==> src/rtl/good_consts.svh <==
`ifndef GOOD_CONSTS_SVH
`define GOOD_CONSTS_SVH

// ----------------------------------------------------------------
// Register offsets
// ----------------------------------------------------------------
`define OFS_LEVELS    8'h16
`define OFS_CONTROL   8'h17
`define OFS_SELECT_A  8'h18
`define OFS_FAULT_A   8'h19
`define OFS_SELECT_B  8'h1A
`define OFS_FAULT_B   8'h1B

// ----------------------------------------------------------------
// Reset values
// ----------------------------------------------------------------
`define RST_LEVELS    8'h00
`define RST_CONTROL   8'h02
`define RST_SELECT    8'h00

// ----------------------------------------------------------------
// Field positions
// ----------------------------------------------------------------
`define CTL_MODE_B    7
`define CTL_GATE_B    6
`define CTL_POL_B     4
`define CTL_MODE_A    3
`define CTL_GATE_A    2
`define CTL_DRIVE_A   1
`define CTL_POL_A     0
`define SEL_HOLDOFF   7
`define SRC_THERMAL   6
`define SRC_COUNT     7

// ----------------------------------------------------------------
// Timing
// ----------------------------------------------------------------
`define HOLDOFF_MS    11
`define CLK_KHZ       40000
`endif

==> src/rtl/good_pkg.sv <==
package good_pkg;

    typedef struct packed {
        logic [1:0] boostLimitField;
        logic [1:0] boostThresholdField;
        logic [1:0] stepDownBLimitField;
        logic [1:0] stepDownALimitField;
    } levels_type;

    typedef struct packed {
        logic [7:0] addr;
        logic [7:0] wrData;
        logic       wrEn;
        logic       rdEn;
    } reg_req_type;

    typedef struct packed {
        logic thermalOk;
        logic analogSupplyOk;
        logic extMonitorBOk;
        logic extMonitorAOk;
        logic boostOk;
        logic stepDownBOk;
        logic stepDownAOk;
    } source_type;

endpackage

==> src/rtl/input_sync.sv <==
`timescale 1ns/100ps
module input_sync #(
    parameter int unsigned WIDTH = 7
) (
    input  wire logic             core_clk,
    input  wire logic             rst_b,
    input  wire logic [WIDTH-1:0] d,
    output logic      [WIDTH-1:0] q
);

    logic [WIDTH-1:0] stage1_q;
    logic [WIDTH-1:0] stage2_q;

    always_ff @(posedge core_clk or negedge rst_b) begin
        if (!rst_b) begin
            stage1_q <= '0;
            stage2_q <= '0;
        end else begin
            stage1_q <= d;
            stage2_q <= stage1_q;
        end
    end

    assign q = stage2_q;

endmodule

==> src/rtl/rise_holdoff.sv <==
`timescale 1ns/100ps
module rise_holdoff #(
    parameter int unsigned CYCLES = 440000
) (
    input  wire logic core_clk,
    input  wire logic rst_b,
    input  wire logic enable,
    input  wire logic rawValid,
    output logic      heldValid
);

    localparam int unsigned CW = $clog2(CYCLES + 1);
    localparam logic [CW-1:0] LAST = CW'(CYCLES);

    logic [CW-1:0] count_q;
    logic          held_q;

    // ----------------------------------------------------------------
    // Rise delay, immediate fall
    // ----------------------------------------------------------------
    always_ff @(posedge core_clk or negedge rst_b) begin
        if (!rst_b) begin
            held_q  <= 1'b0;
            count_q <= '0;
        end else if (!rawValid) begin
            held_q  <= 1'b0;
            count_q <= '0;
        end else if (!enable) begin
            held_q  <= 1'b1;
        end else if (!held_q) begin
            if (count_q == LAST) begin
                held_q <= 1'b1;
            end else begin
                count_q <= count_q + 1'b1;
            end
        end
    end

    assign heldValid = held_q;

    a_holdoff_wait:
    assert property (@(posedge core_clk) disable iff (!rst_b)
        $rose(held_q) && $past(enable)
        |-> $past(count_q) == LAST)
    else $error("valid rose before the holdoff elapsed");

    a_holdoff_none:
    assert property (@(posedge core_clk) disable iff (!rst_b)
        rst_b && rawValid && !enable |=> held_q)
    else $error("valid rise was delayed with holdoff off");

endmodule

==> src/rtl/power_good_output_logic.sv <==
`timescale 1ns/100ps
`include "good_consts.svh"
module power_good_output_logic #(
    parameter int unsigned HOLDOFF_CYCLES = `HOLDOFF_MS * `CLK_KHZ
) (
    input  wire logic                 core_clk,
    input  wire logic                 rst_b,
    input  wire good_pkg::reg_req_type regReq,
    output logic      [7:0]           regRdData,
    input  wire good_pkg::levels_type otpLevels,
    input  wire logic [7:0]           otpControl,
    input  wire logic [7:0]           otpSelectA,
    input  wire logic [7:0]           otpSelectB,
    input  wire good_pkg::source_type srcValidRaw,
    output good_pkg::levels_type      levels,
    output logic                      firstGoodOutput,
    output logic                      firstGoodOutputOe,
    output logic                      secondGoodOutput
);
    import good_pkg::*;

    // ----------------------------------------------------------------
    // State
    // ----------------------------------------------------------------
    levels_type                 levels_q;
    logic [7:0]                 control_q;
    logic [1:0][7:0]            select_q;
    logic [1:0][6:0]            fault_q;
    logic [1:0][6:0]            fault_d;
    logic                       otpLoaded_q;
    logic [7:0]                 regRdData_q;
    logic                       firstGoodOutput_q;
    logic                       firstGoodOutputOe_q;
    logic                       secondGoodOutput_q;

    logic [6:0]                 srcValid;
    logic [1:0][6:0]            effMask;
    logic [1:0][6:0]            failing;
    logic [1:0][6:0]            clrMask;
    logic [1:0]                 liveValid;
    logic [1:0]                 rawValid;
    logic [1:0]                 heldValid;
    logic [1:0]                 modeBit;
    logic [1:0]                 gateBit;
    logic [1:0]                 polBit;
    logic [1:0]                 holdEn;
    logic                       driveOpen;
    logic                       levelFirst;
    logic                       wrLevels;
    logic                       wrControl;
    logic [1:0]                 wrSelect;
    logic [1:0]                 wrFault;

    // ----------------------------------------------------------------
    // Source synchroniser
    // ----------------------------------------------------------------
    input_sync #(
        .WIDTH    (`SRC_COUNT)
    ) u_src_sync (
        .core_clk (core_clk),
        .rst_b    (rst_b),
        .d        (srcValidRaw),
        .q        (srcValid)
    );

    // ----------------------------------------------------------------
    // Write decode
    // ----------------------------------------------------------------
    always_comb begin
        wrLevels    = regReq.wrEn && (regReq.addr == `OFS_LEVELS);
        wrControl   = regReq.wrEn && (regReq.addr == `OFS_CONTROL);
        wrSelect[0] = regReq.wrEn && (regReq.addr == `OFS_SELECT_A);
        wrSelect[1] = regReq.wrEn && (regReq.addr == `OFS_SELECT_B);
        wrFault[0]  = regReq.wrEn && (regReq.addr == `OFS_FAULT_A);
        wrFault[1]  = regReq.wrEn && (regReq.addr == `OFS_FAULT_B);
    end

    // ----------------------------------------------------------------
    // Control field decode
    // ----------------------------------------------------------------
    always_comb begin
        modeBit   = {control_q[`CTL_MODE_B], control_q[`CTL_MODE_A]};
        gateBit   = {control_q[`CTL_GATE_B], control_q[`CTL_GATE_A]};
        polBit    = {control_q[`CTL_POL_B], control_q[`CTL_POL_A]};
        holdEn    = {select_q[1][`SEL_HOLDOFF], select_q[0][`SEL_HOLDOFF]};
        driveOpen = control_q[`CTL_DRIVE_A];
    end

    // ----------------------------------------------------------------
    // OTP load after reset
    // ----------------------------------------------------------------
    always_ff @(posedge core_clk or negedge rst_b) begin
        if (!rst_b) begin
            otpLoaded_q <= 1'b0;
        end else begin
            otpLoaded_q <= 1'b1;
        end
    end

    // ----------------------------------------------------------------
    // Configuration registers
    // ----------------------------------------------------------------
    always_ff @(posedge core_clk or negedge rst_b) begin
        if (!rst_b) begin
            levels_q  <= levels_type'(`RST_LEVELS);
            control_q <= `RST_CONTROL;
            select_q  <= {`RST_SELECT, `RST_SELECT};
        end else if (!otpLoaded_q) begin
            levels_q  <= otpLevels;
            control_q <= otpControl;
            select_q  <= {otpSelectB, otpSelectA};
        end else begin
            if (wrLevels) begin
                levels_q <= levels_type'(regReq.wrData);
            end
            if (wrControl) begin
                control_q <= regReq.wrData;
            end
            if (wrSelect[0]) begin
                select_q[0] <= regReq.wrData;
            end
            if (wrSelect[1]) begin
                select_q[1] <= regReq.wrData;
            end
        end
    end

    assign levels = levels_q;

    // ----------------------------------------------------------------
    // Source combining and fault latching
    // ----------------------------------------------------------------
    always_comb begin
        for (int i = 0; i < 2; i++) begin
            // Mode one drops the thermal warning from the sources
            effMask[i] = select_q[i][6:0]
                & ~{modeBit[i], 6'h00};
            failing[i] = effMask[i] & ~srcValid;
            liveValid[i] = &(srcValid | ~effMask[i]);
            clrMask[i] = wrFault[i] && otpLoaded_q
                ? (regReq.wrData[6:0] & srcValid) : 7'h00;
            // Set wins over a clear in the same cycle
            fault_d[i] = (fault_q[i] & ~clrMask[i]) | failing[i];
            rawValid[i] = gateBit[i] ? ~|fault_d[i]
                : liveValid[i];
        end
    end

    always_ff @(posedge core_clk or negedge rst_b) begin
        if (!rst_b) begin
            fault_q <= '0;
        end else begin
            fault_q <= fault_d;
        end
    end

    // ----------------------------------------------------------------
    // Rise holdoff per output
    // ----------------------------------------------------------------
    for (genvar gi = 0; gi < 2; gi++) begin : g_hold
        rise_holdoff #(
            .CYCLES    (HOLDOFF_CYCLES)
        ) u_hold (
            .core_clk  (core_clk),
            .rst_b     (rst_b),
            .enable    (holdEn[gi]),
            .rawValid  (rawValid[gi]),
            .heldValid (heldValid[gi])
        );
    end

    // ----------------------------------------------------------------
    // Output pins
    // ----------------------------------------------------------------
    assign levelFirst = heldValid[0] ^ polBit[0];

    always_ff @(posedge core_clk or negedge rst_b) begin
        if (!rst_b) begin
            firstGoodOutput_q   <= 1'b0;
            firstGoodOutputOe_q <= 1'b0;
        end else if (driveOpen) begin
            firstGoodOutput_q   <= 1'b0;
            firstGoodOutputOe_q <= ~levelFirst;
        end else begin
            firstGoodOutput_q   <= levelFirst;
            firstGoodOutputOe_q <= 1'b1;
        end
    end

    always_ff @(posedge core_clk or negedge rst_b) begin
        if (!rst_b) begin
            secondGoodOutput_q <= 1'b0;
        end else begin
            secondGoodOutput_q <= heldValid[1] ^ polBit[1];
        end
    end

    assign firstGoodOutput   = firstGoodOutput_q;
    assign firstGoodOutputOe = firstGoodOutputOe_q;
    assign secondGoodOutput  = secondGoodOutput_q;

    // ----------------------------------------------------------------
    // Read port
    // ----------------------------------------------------------------
    always_ff @(posedge core_clk or negedge rst_b) begin
        if (!rst_b) begin
            regRdData_q <= 8'h00;
        end else if (regReq.rdEn) begin
            case (regReq.addr)
                `OFS_LEVELS: begin
                    regRdData_q <= levels_q;
                end
                `OFS_CONTROL: begin
                    regRdData_q <= control_q;
                end
                `OFS_SELECT_A: begin
                    regRdData_q <= select_q[0];
                end
                `OFS_FAULT_A: begin
                    regRdData_q <= {1'b0, fault_q[0]};
                end
                `OFS_SELECT_B: begin
                    regRdData_q <= select_q[1];
                end
                `OFS_FAULT_B: begin
                    regRdData_q <= {1'b0, fault_q[1]};
                end
                default: begin
                    regRdData_q <= 8'h00;
                end
            endcase
        end
    end

    assign regRdData = regRdData_q;

    // ----------------------------------------------------------------
    // Checks
    // ----------------------------------------------------------------
    a_control_reset:
    assert property (@(posedge core_clk) disable iff (!rst_b)
        !otpLoaded_q |-> control_q == `RST_CONTROL)
    else $error("control register not at reset value before load");

    a_otp_load:
    assert property (@(posedge core_clk) disable iff (!rst_b)
        $rose(otpLoaded_q) |-> levels_q == $past(otpLevels)
        && control_q == $past(otpControl)
        && select_q[0] == $past(otpSelectA)
        && select_q[1] == $past(otpSelectB))
    else $error("OTP defaults not loaded after reset");

    a_level_write:
    assert property (@(posedge core_clk) disable iff (!rst_b)
        otpLoaded_q && wrLevels |=> levels == $past(regReq.wrData))
    else $error("window level write not taken");

    a_fault_set:
    assert property (@(posedge core_clk) disable iff (!rst_b)
        failing[0][0] |=> fault_q[0][0])
    else $error("failing source did not latch its fault");

    a_fault_keep:
    assert property (@(posedge core_clk) disable iff (!rst_b)
        fault_q[0][0] && !srcValid[0] |=> fault_q[0][0])
    else $error("fault cleared while source still invalid");

    a_fault_clear:
    assert property (@(posedge core_clk) disable iff (!rst_b)
        otpLoaded_q && wrFault[0] && regReq.wrData[1] && srcValid[1]
        |=> !fault_q[0][1])
    else $error("fault not cleared by write one on valid source");

    a_live_drop:
    assert property (@(posedge core_clk) disable iff (!rst_b)
        !gateBit[0] && |failing[0] |=> !heldValid[0])
    else $error("first output stayed valid with a failing source");

    a_gate_first:
    assert property (@(posedge core_clk) disable iff (!rst_b)
        gateBit[0] && |fault_d[0] |=> !heldValid[0])
    else $error("latched fault did not hold first output inactive");

    a_gate_second:
    assert property (@(posedge core_clk) disable iff (!rst_b)
        gateBit[1] && |fault_d[1] |=> !heldValid[1])
    else $error("latched fault did not hold second output inactive");

    a_mode_thermal:
    assert property (@(posedge core_clk) disable iff (!rst_b)
        modeBit[0] && !gateBit[0]
        && &(srcValid[5:0] | ~select_q[0][5:0]) |-> rawValid[0])
    else $error("mode one still reacts to the thermal warning");

    a_second_pol:
    assert property (@(posedge core_clk) disable iff (!rst_b)
        ##1 secondGoodOutput == ($past(heldValid[1]) ^ $past(polBit[1])))
    else $error("second output polarity wrong");

    a_open_drain:
    assert property (@(posedge core_clk) disable iff (!rst_b)
        rst_b && driveOpen |=> !firstGoodOutput
        && firstGoodOutputOe == !($past(heldValid[0]) ^ $past(polBit[0])))
    else $error("open-drain first output drives the wrong way");

    a_push_pull:
    assert property (@(posedge core_clk) disable iff (!rst_b)
        rst_b && !driveOpen |=> firstGoodOutputOe
        && firstGoodOutput == ($past(heldValid[0]) ^ $past(polBit[0])))
    else $error("push-pull first output level wrong");

    a_second_drop:
    assert property (@(posedge core_clk) disable iff (!rst_b)
        !gateBit[1] && |failing[1] |=> !heldValid[1])
    else $error("second output stayed valid with a failing source");

    a_fault_sticky:
    assert property (@(posedge core_clk) disable iff (!rst_b)
        !wrFault[0] && !wrFault[1]
        |=> (fault_q & $past(fault_q)) == $past(fault_q))
    else $error("fault bit cleared without a write");

    a_levels_hold:
    assert property (@(posedge core_clk) disable iff (!rst_b)
        otpLoaded_q && !wrLevels |=> $stable(levels))
    else $error("window levels changed without a write");

    a_fault_read:
    assert property (@(posedge core_clk) disable iff (!rst_b)
        regReq.rdEn && regReq.addr == `OFS_FAULT_A
        |=> regRdData == {1'b0, $past(fault_q[0])})
    else $error("first fault register read wrong");

    a_mode_second:
    assert property (@(posedge core_clk) disable iff (!rst_b)
        modeBit[1] && !gateBit[1]
        && &(srcValid[5:0] | ~select_q[1][5:0]) |-> rawValid[1])
    else $error("second output mode one still reacts to thermal warning");

    a_gate_release:
    assert property (@(posedge core_clk) disable iff (!rst_b)
        gateBit[0] && !holdEn[0] && !(|fault_d[0]) |=> heldValid[0])
    else $error("first output not valid with no latched fault");

endmodule

==> config.mk <==
export PLATFORM = sky130hd
export DESIGN_NAME = power_good_output_logic
export DESIGN_NICKNAME = d
export VERILOG_FILES = /design/src/rtl/good_pkg.sv /design/src/rtl/input_sync.sv /design/src/rtl/rise_holdoff.sv /design/src/rtl/power_good_output_logic.sv
export VERILOG_INCLUDE_DIRS = /design/src /design/src/rtl
export SDC_FILE = /design/constraint.sdc
export NUM_CORES = 1
export LEC_CHECK = 0
export ABC_AREA = 1
export BUFFER_PORTS_ARGS = -buffer_cell sky130_fd_sc_hd__clkbuf_2
export CORE_MARGIN = 5
export CORE_UTILIZATION = 58
export DETAILED_ROUTE_END_ITERATION = 10
export PLACE_DENSITY_LB_ADDON = 0.1
export SYNTH_ARGS = -nofsm -noshare
export SYNTH_HDL_FRONTEND = slang
export SYNTH_SLANG_ARGS = --single-unit
==> constraint.sdc <==
create_clock -name core_clk -period 2.05 [get_ports core_clk]
set_input_delay 0 -clock core_clk [delete_from_list [all_inputs] [get_ports core_clk]]
set_output_delay 0 -clock core_clk [all_outputs]
set_load 0.01 [all_outputs]
### Word-level counts from Yosys, hierarchy flattened

Index checks and enable logic that the tools add are counted.

* bits in registers: 112
* output and inout bits: 19
* word-level logic and storage cells: 107

* add/sub/neg operators: 2
* equality and inequality tests: 18
* multiplexer cells: 30
* bitwise gates (word level): 21
* reduce and logical (&&, ||, !) cells: 16

Operator list (count)
* $mux 19: 8
* $and 7x7->7: 7
* $not 7->7: 7
* $eq 8x5->1 const B: 6
* $mux 8: 6
* $pmux 8 s6: 1
* $add 19x1->19 const B: 2
* $eq 19x19->1 const B: 2
* $or 7x7->7: 4
* $mux 16: 1
* $mux 7: 2
* $reduce_and 7->1: 2
* $reduce_or 7->1: 2
* $mux 1: 12
* $ne 2x2->1 const B: 6
* $logic_and 1x1->1: 8
* $ne 2x1->1 const B: 4
* $reduce_and 3->1: 2
* $logic_not 1->1: 2
* $xor 1x1->1: 2
* $not 1->1: 1

### Logic depth before layout (Yosys ltp)

Gate-level depths: netlist of run 1.

* depth after elaboration: 12
* mapped depth: 14
* gate-level depth less buffers: 13

### By module

Synthesis of run 1 repeated with hierarchy kept, for this count alone.

* cell total of the unflattened synthesis: 881
* area, all modules: 6387.4 µm²

By module, submodules not included
* power_good_output_logic: instances 1, cells each 417, area each 3184.3 µm², seq. area each 1452.6 µm²
* rise_holdoff: instances 2, cells each 225, area each 1426.4 µm², seq. area each 500.5 µm²
* input_sync: instances 1, cells each 14, area each 350.3 µm², seq. area each 350.3 µm²

### Worst setup path after synthesis of run 1

OpenSTA, ideal clock, no wires.

* path kind: register -> register
* start point: reg g_hold[0].u_hold.count_q[0]
* end point: reg g_hold[0].u_hold.count_q[12]
* data arrival time: 1.559 ns
* required time: 1.917 ns
* path slack: 0.358 ns
* stages on the path, launching flop included: 12
* path buffers: 1
* clock period less this slack: 1.692 ns
* path through: dfrtp_1 -> inv_1 -> ha_1 -> nand4_1 -> nor2_1 -> nand4_1 -> nand2_2 -> inv_1 -> buf_2 -> nand2_1 -> xor2_1 -> a21oi_1

* cells in the longest elaborated chain, start to end: 5
* elaborated cells between the ends (all ways): 8
* classes of those cells: add/sub: 1; eq/ne: 2; mux: 4; reduce/logical: 1

Ends and longest elaborated chain
* start, declared: RTL line rise_holdoff.sv:15 `logic [CW-1:0] count_q;`
* start signal, assigned: RTL line rise_holdoff.sv:34 `count_q <= count_q + 1'b1;`
* $add 19x1->19: RTL line rise_holdoff.sv:34
* $mux 19: RTL line rise_holdoff.sv:31 `if (count_q == LAST) begin`
* $mux 19: RTL line rise_holdoff.sv:30 `end else if (!held_q) begin`
* $mux 19: RTL line rise_holdoff.sv:28 `end else if (!enable) begin`
* $mux 19: RTL line rise_holdoff.sv:25 `end else if (!rawValid) begin`

Parallel ways exist; a longest one is shown, timed or not. The select of a mux whose other input is x is not followed.
A chain may end at the register's enable or synchronous reset.

### Worst setup path after layout of run 1

Ends and elaborated chain as after synthesis.

==> reports/results.md, run 1 <==
* outcome: finished, final reports clean
* overall die area: 11900 um^2
* clock tree from TritonCTS: done
* total vias in the final route: 5414
* H-tree lvl count: 3
* maximum number of pins on one net before global-route repair: 45
* nature of the critical path startpoint: flop
* worst slew margin relative to its limit: 60.2%
* Post-Route Hold Slack: 0.0293 ns
* global routing usage on met1: 38.6%
* count of final max-slew check failures: 0
* post-route cell area: 7160 um^2
* Antenna Violating Nets Remaining: 0
* highest achievable clock rate: 517 MHz
* first-pass GRT wire length: 26900 um
* layout filler cell count: 725
* maximum clock path buffer count: 2
* cell types with the largest area share after synthesis: dfrtp_1 49%, nand2_1 12%, inv_1 6.7%
* PwrDens: 631 nW/um^2
* synthesized net count: 781
* Final HPWL DP: 11200 um
* All-Layer GR Usage: 29.7%
* Final Routed Wirelength: 16700 um
* CP endpoint kind: flop
* CTS Root Buffer Type: clkbuf_8
* critical path arrival: 2.19 ns
* die outline height: 109 um
* share of synthesized area occupied by flip-flops and latches: 49.2%
* class of the most critical hold timing path: input port to flop
* Setup violations, final: 0
* Mapped Avg Cell Area: 7.94 um^2
* maximum fanout along the worst path: 11
* async set-reset flop share out of synthesis: 100%
* I/O Pins: 78
* effective utilization at floorplan: 58.9%
* routed wire length per instance: 16.6 um
* Syn Std Cell Area: 5700 um^2
* number of DRC markers in iteration 0: 421
* unique cell type count in the Yosys netlist: 41
* number of antenna violations at the first check in global routing: 0
* clock latency reported for the late side of the worst-skew pair: 0.38 ns
* global routing usage on met3: 9.59%
* Die Wd: 109 um
* fraction of layout cells with a size suffix above 1: 16.3%
* standard cell area after detailed placement: 6280 um^2
* flip-flop and latch count after synthesis: 112
* number of sinks handled by clock tree synthesis: 112
* GR Overflow Total: 0
* crit share post-route: 94.3%
* max-capacitance violation count: 0
* clock edge transition at the registers on the reported setup and hold paths: 0.11 ns
* layout-stage area growth over the synthesis result: 25.5%
* number of global-route vias before repair: 5518
* data required time at the worst endpoint: 2.31 ns
* core box area: 9680 um^2
* Leak: 3.34 nW
* Post-Syn Instances: 718
* kind of critical path: flop to flop
* most common flop cell mapped by yosys: dfrtp_1
* EDFF count, synth: 0
* placer's final routability congestion estimate: 0.934
* CTS buffer count: 9
* post-route DRC violation count: 0
* final core occ: 73.9%
* number of buffer cells added on primary ports: 77
* Min Clock Period, post-route: 1.93 ns
* DRT Pass-1 Iters: 7
* met2 Track Usage GR: 47.3%
* top cell type's share of synthesized area: 48.7%
* total count of hold-check failures in the final report: 0
* Synthesis Warnings: 0
* setup clock skew after layout: 0.00990 ns
* row cnt: 36
* pin slew with the least headroom to its limit: 0.593 ns
* ratio of routed vias to standard cells: 5.39
* dominant cell type by area after synthesis: dfrtp_1
* Worst VDD drop: 0.372 mV
* busiest layer in global routing: met2
* number of nets in the layout: 929
==> final timing paths <==
check | endpoint | slack, ns | cells after the start | startpoint
setup / recovery | g_hold[0].u_hold.count_q[12]$_DFFE_PN0P_ | 0.12 | 10 | g_hold[0].u_hold.count_q[0]$_DFFE_PN0P_
hold / removal | select_q[4]$_DFFE_PN0P_ | 0.03 | 5 | regReq[6]
setup reg to reg | g_hold[0].u_hold.count_q[12]$_DFFE_PN0P_ | 0.12 | 10 | g_hold[0].u_hold.count_q[0]$_DFFE_PN0P_
hold reg to reg | u_src_sync.q[5]$_DFF_PN0_ | 0.36 | 0 | u_src_sync.stage1_q[5]$_DFF_PN0_
max in group asynchronous | g_hold[1].u_hold.count_q[1]$_DFFE_PN0P_ | 1.13 | 3 | rst_b
min in group asynchronous | regRdData[4]$_DFFE_PN0P_ | 0.13 | 2 | rst_b
==> through the flow <==
step                      power (W)  instances  worst slack (ns)  TNS, ns
final                       0.00452       1005             0.116        0
after global routing        0.00470       1004           -0.0138  -0.0138
after CTS                   0.00449       1003            0.0540        0
after detailed placement    0.00289        926             0.126        0
after global placement      0.00288        926             0.274        0
after floorplan             0.00265        718             0.358        0
==> report_power, final <==
part	switching [W]	internal [W]	total [W]
combinational	0.000357	0.000261	0.000618
clock	0.000812	0.000705	0.00152
sequential	0.0000796	0.00230	0.00238
==> placed cells by master, fill, tap and decap left out, types with 2 or more instances in the layout <==
master / n
o211ai_1: 4
clkbuf_2: 76
a22oi_1: 4
nand2_2: 7
nand3_1: 20
dfrtp_1: 111
o2111ai_1: 2
xor2_1: 19
dlygate4sd3_1: 61
clkinvlp_4: 2
inv_6: 2
nand2_4: 3
nor2_2: 12
xnor2_1: 6
nor3_1: 19
clkbuf_8: 9
buf_4: 11
o21ai_0: 30
a31oi_1: 16
a21oi_2: 2
nor4_1: 2
inv_4: 2
nor2_1: 74
nand2_1: 180
a21oi_1: 45
inv_1: 101
nand4_1: 23
nor2_4: 2
bufinv_16: 2
nand3_2: 2
ha_1: 4
==> flip-flops by register name (all words and copies together) (netlist names) <==
| register | cells |
|---|---|
| control_q | 8 |
| fault_q | 14 |
| firstGoodOutput | 1 |
| firstGoodOutputOe | 1 |
| g_hold.u_hold.count_q | 38 |
| g_hold.u_hold.heldValid | 2 |
| holdEn | 2 |
| levels | 8 |
| otpLoaded_q | 1 |
| regRdData | 8 |
| secondGoodOutput | 1 |
| select_q | 14 |
| u_src_sync.q | 7 |
| u_src_sync.stage1_q | 7 |
==> routing by layer <==
layer / routed length (um) / share of wire [%]
met1: 7050 / 42
met2: 7720 / 46
met3: 1510 / 9.1
met4: 390 / 2.3
met5: 0 / 0
==> cell families after synthesis <==
kind of cell / count (synthesis) / synth area share, %
xor gates and xnor gates: 25 / 3.84
other: 1 / 0.0658
DFF: 112 / 49.2
and+or+nand+nor: 349 / 27.1
buffers and inverters: 120 / 8.45
adders and majority gates: 4 / 0.878
AOI/OAI and AO/OA: 107 / 10.6
==> synth_stat cells (all sizes together) (2+ instances only) <==
library cell / instances
o2111ai: 2
a31oi: 16
dfrtp: 111
nor4: 2
buf: 7
clkbuf: 7
inv: 105
a21oi: 47
nor3: 20
o211ai: 4
nand2: 190
ha: 4
o21ai: 30
nand4: 23
xor2: 19
xnor2: 6
a22oi: 4
nand3: 22
nor2: 89
==> cell type report <==
class	count	area, um^2	share of cell area (%)
Antenna cell	1	2.50	0.0350
Tap cell	133	166	2.33
Inverter	106	407	5.68
Multi-Input combinational cell	486	2430	34.0
Sequential cell	112	2800	39.2
Clock inverter	7	101	1.42
Timing Repair Buffer	151	1120	15.6
Clock buffer	9	124	1.73
==> timing repair <==
action | in CTS | in global routing
gates resized for setup | 0 | 9
setup endpoints to repair | 0 | 25
endpoints found under the hold margin | 85 | 0
hold buffers | 61 | 0
setup buffers | 0 | 1
==> critical path, cell delays in order, from the launching register on <==
cell	delay, ns
dfrtp_1	0.43
inv_1	0.09
ha_1	0.14
nand4_1	0.08
nor2_1	0.10
nand4_1	0.22
nand2_4	0.19
inv_1	0.18
nand2_1	0.14
xor2_1	0.17
a21oi_1	0.07
(Power assumes the default switching activity.)
==> run 2: changes to the inputs <==
CELL_PAD_IN_SITES_DETAIL_PLACEMENT = 1   (was unset)
CELL_PAD_IN_SITES_GLOBAL_PLACEMENT = 2   (was unset)
CORE_UTILIZATION = 34   (was 58)
GPL_ROUTABILITY_DRIVEN = 0   (was unset)
==> run 2 against run 1 <==
  * Clock skew grew 0.0030 ns
  * Global-route usage is 11 points lower
  * Sequential share of layout area grew 0.28 points
  * Clock power up 16%
  * Die area up 63%
  * First-iteration DRC count shrank 49%
  * Clock-buffer cell count did not move
  * Wire length up 6.8%
  * Via count decreased by 4.5%
  * Sequential power hardly changed
==> reports/results.md, run 2 (synthesis results as in run 1) <==
* outcome: finished, final reports clean
* most common library cell in the layout ignoring fill and taps: nand2_1
* data required time at the worst endpoint: 2.29 ns, -0.02 ns
* maximum number of pins on one net before global-route repair: 113, +150%
* count of final max-slew check failures: 0, unchanged
* GR Overflow Total: 0, unchanged
* slowest library cell on the worst path: dfrtp_1
* number of nets in the layout: 911, -1.9%
* Die Wd: 140 um, +28%
* Clk pwr share: 37.6%, +4.0 points
* overall die area: 19500 um^2, +63%
* proportion of power drawn by flip-flops and latches: 50.7%, -2.0 points
* post-route DRC violation count: 0, unchanged
* first-pass GRT wire length: 29500 um, +9.9%
* Final Routed Wirelength: 17800 um, +6.8%
* critical path arrival: 2.07 ns, -0.12 ns
* unrepaired setup endpoints after global routing: false
* delay-heaviest family, CP: simple AND/OR/NAND/NOR gates
* internal power: 0.00337 W, +2.9%
* highest achievable clock rate: 546 MHz, +5.6%
* sequential cell area in the final layout: 2800 um^2, unchanged
* crit share post-route: 89.3%, -5.0 points
* total area of multi-input combinational cells: 2420 um^2, -0.62%
* number of antenna violations at the first check in global routing: 0, unchanged
* pin slew with the least headroom to its limit: 0.667 ns, +0.0740 ns
* kind of critical path: flop to flop
* largest registers ranked by flip-flop count: g_hold.u_hold.count_q: 38 flops, fault_q: 14 flops, select_q: 14 flops
* total negative slack for setup checks: 0 ns, unchanged
* Final HPWL DP: 13500 um, +20%
* total vias in the final route: 5171, -4.5%
* power dissipated by switching net loads: 0.00132 W, +5.7%
* Setup violations, final: 0, unchanged
* fraction of layout cells with a size suffix above 1: 16.4%, +0.11 points
* H-tree lvl count: 3, unchanged
* max-capacitance violation count: 0, unchanged
* row cnt: 47, +31%
* class of the most critical hold timing path: input port to flop
* diode count: 0, -1
* maximum fanout along the worst path: 8, -3
* number of placed instances with taps included: 1015, +9.6%
* CTS Root Buffer Type: clkbuf_16
* Leak: 3.30 nW, -1.2%
* CP endpoint kind: flop
* routed wire length per instance: 16.6 um, about the same
* most frequent cell on the critical path: nand2_1
* Worst VDD drop: 0.537 mV, +44%
* maximum clock path buffer count: 2, unchanged
* nature of the critical path startpoint: flop
* Slowest Stage Delay on Critical Path: 0.43 ns, about the same
* Setup WS pre-CTS: 0.183 ns, +0.0571 ns
* switching share of power: 28.2%, +0.52 points
* Final Worst Setup Slack: 0.218 ns, +0.102 ns
* clock edge transition at the registers on the reported setup and hold paths: 0.09 ns, -0.02 ns
* Antenna Violating Nets Remaining: 0, unchanged
* All-Layer GR Usage: 18.9%, -11 points
* top register by number of flip-flops: g_hold.u_hold.count_q
* layout-stage area growth over the synthesis result: 24.6%
* fin cells: 1073, +6.8%
* number of buffer cells added on primary ports: 77, unchanged
* Critical path buffers and inverters: 2, unchanged
* post-layout power: 0.00469 W, +3.7%
* number of sinks handled by clock tree synthesis: 112, unchanged
* clock tree from TritonCTS: done
* clock latency reported for the late side of the worst-skew pair: 0.37 ns, about the same
* effective utilization at floorplan: 34.5%, -24 points
* layout filler cell count: 2060, +180%
* commonest non-fill, non-tap cells in the layout: 182 x nand2_1, 111 x dfrtp_1, 102 x inv_1, 76 x nor2_1, 76 x clkbuf_2
* Min Clock Period, post-route: 1.83 ns, -0.102 ns
* setup clock skew after layout: 0.0129 ns, +0.00296 ns
* die outline height: 140 um, +28%
* CTS buffer count: 9, unchanged
* PwrDens: 659 nW/um^2, +4.4%
* flip-flop count of the largest register after layout: 38, unchanged
* Post-Route Hold Slack: 0.00326 ns, -0.0261 ns
* ratio of routed vias to standard cells: 4.82, -11%
* DRT Pass-1 Iters: 4, -3
* I/O Pins: 78, unchanged
* number of global-route vias before repair: 5568, +0.91%
* list of cells traversed by the critical path: inv_1, ha_1, nand2_1, nor3_1, nand3_1, nand2_1, inv_1, nand2_1, xor2_1, nor2_1
* portion of total power attributed to combinational logic: 11.7%, -2.0 points
* worst slew margin relative to its limit: 55.5%, -4.6 points
* core box area: 16500 um^2, +71%
* total count of hold-check failures in the final report: 0, unchanged
* number of DRC markers in iteration 0: 216, -49%
-- run 2: cell types whose count changed in the layout (fill, tap and decap cells not counted), moves of 2 or more --
cell           previous run  this run
nor2_2                   12        10
dlygate4sd3_1            61        40
bufinv_16                 2         0
clkbuf_8                  9         0
nor2_1                   74        76
buf_4                    11        16
clkbuf_16                 0         9
nand2_1                 180       182
-- run 2: final timing paths --
path                                                    startpoint                                 endpoint  slack [ns]  depth (start not counted)
max                        g_hold[1].u_hold.count_q[0]$_DFFE_PN0P_  g_hold[1].u_hold.count_q[2]$_DFFE_PN0P_        0.22                         10
min                                                      regReq[3]                 control_q[1]$_DFFE_PN1P_       0.003                          3
max reg2reg                g_hold[1].u_hold.count_q[0]$_DFFE_PN0P_  g_hold[1].u_hold.count_q[2]$_DFFE_PN0P_        0.22                         10
min reg2reg                       u_src_sync.stage1_q[2]$_DFF_PN0_                u_src_sync.q[2]$_DFF_PN0_        0.35                          0
max in group asynchronous                                    rst_b     g_hold[0].u_hold.heldValid$_DFF_PN0_        1.29                          3
min in group asynchronous                                    rst_b                 select_q[11]$_DFFE_PN0P_        0.23                          3
-- run 2: area by class of cell --
| cell class | count | share of cell area, % |
|---|---|---|
| Timing Repair Buffer | 133 | 13.0 |
| Multi-Input combinational cell | 486 | 34.0 |
| Tap cell | 220 | 3.87 |
| Clock inverter | 7 | 0.863 |
| Inverter | 106 | 5.67 |
| Clock buffer | 9 | 3.17 |
| Sequential cell | 112 | 39.5 |
-- run 2: power by group through the flow --
stage	Sequential (W)	Clock, W	Combinational [W]
after CTS	0.00238	0.00182	0.000559
final	0.00238	0.00176	0.000549
after global placement	0.00242	0	0.000486
after detailed placement	0.00242	0	0.000497
after global routing	0.00239	0.00193	0.000620
after floorplan	0.00241	0	0.000241
-- run 2: per-layer routing --
layer	up-vias	track usage (%)	wire length [um]
met5	-	0	0
met4	0	3.24	88
met3	6	4.08	789
met2	91	30.1	8410
met1	2528	26.9	8520
li1	2546	-	-
-- run 2: tightest hold or removal path, delay by kind of cell --
kind | cells | cell delay, ns
AO/OA/AOI/OAI | 1 | 0.10
buffers and inverters | 1 | 0.11
AND/OR/NAND/NOR | 1 | 0.16
-- run 2: timing repair --
action	CTS	global route
endpoints found under the setup margin	0	2
setup buffers	0	2
endpoints found under the hold margin	150	0
resized for setup	0	0
hold buffers	40	0
-- run 2: metrics by stage --
step / area (um^2) / utilization, %
global placement: 6400 / 38.8
CTS: 7090 / 42.9
global route: 7110 / 43.0
finish: 7110 / 43.0
detailed placement: 6400 / 38.8
floorplan: 5700 / -
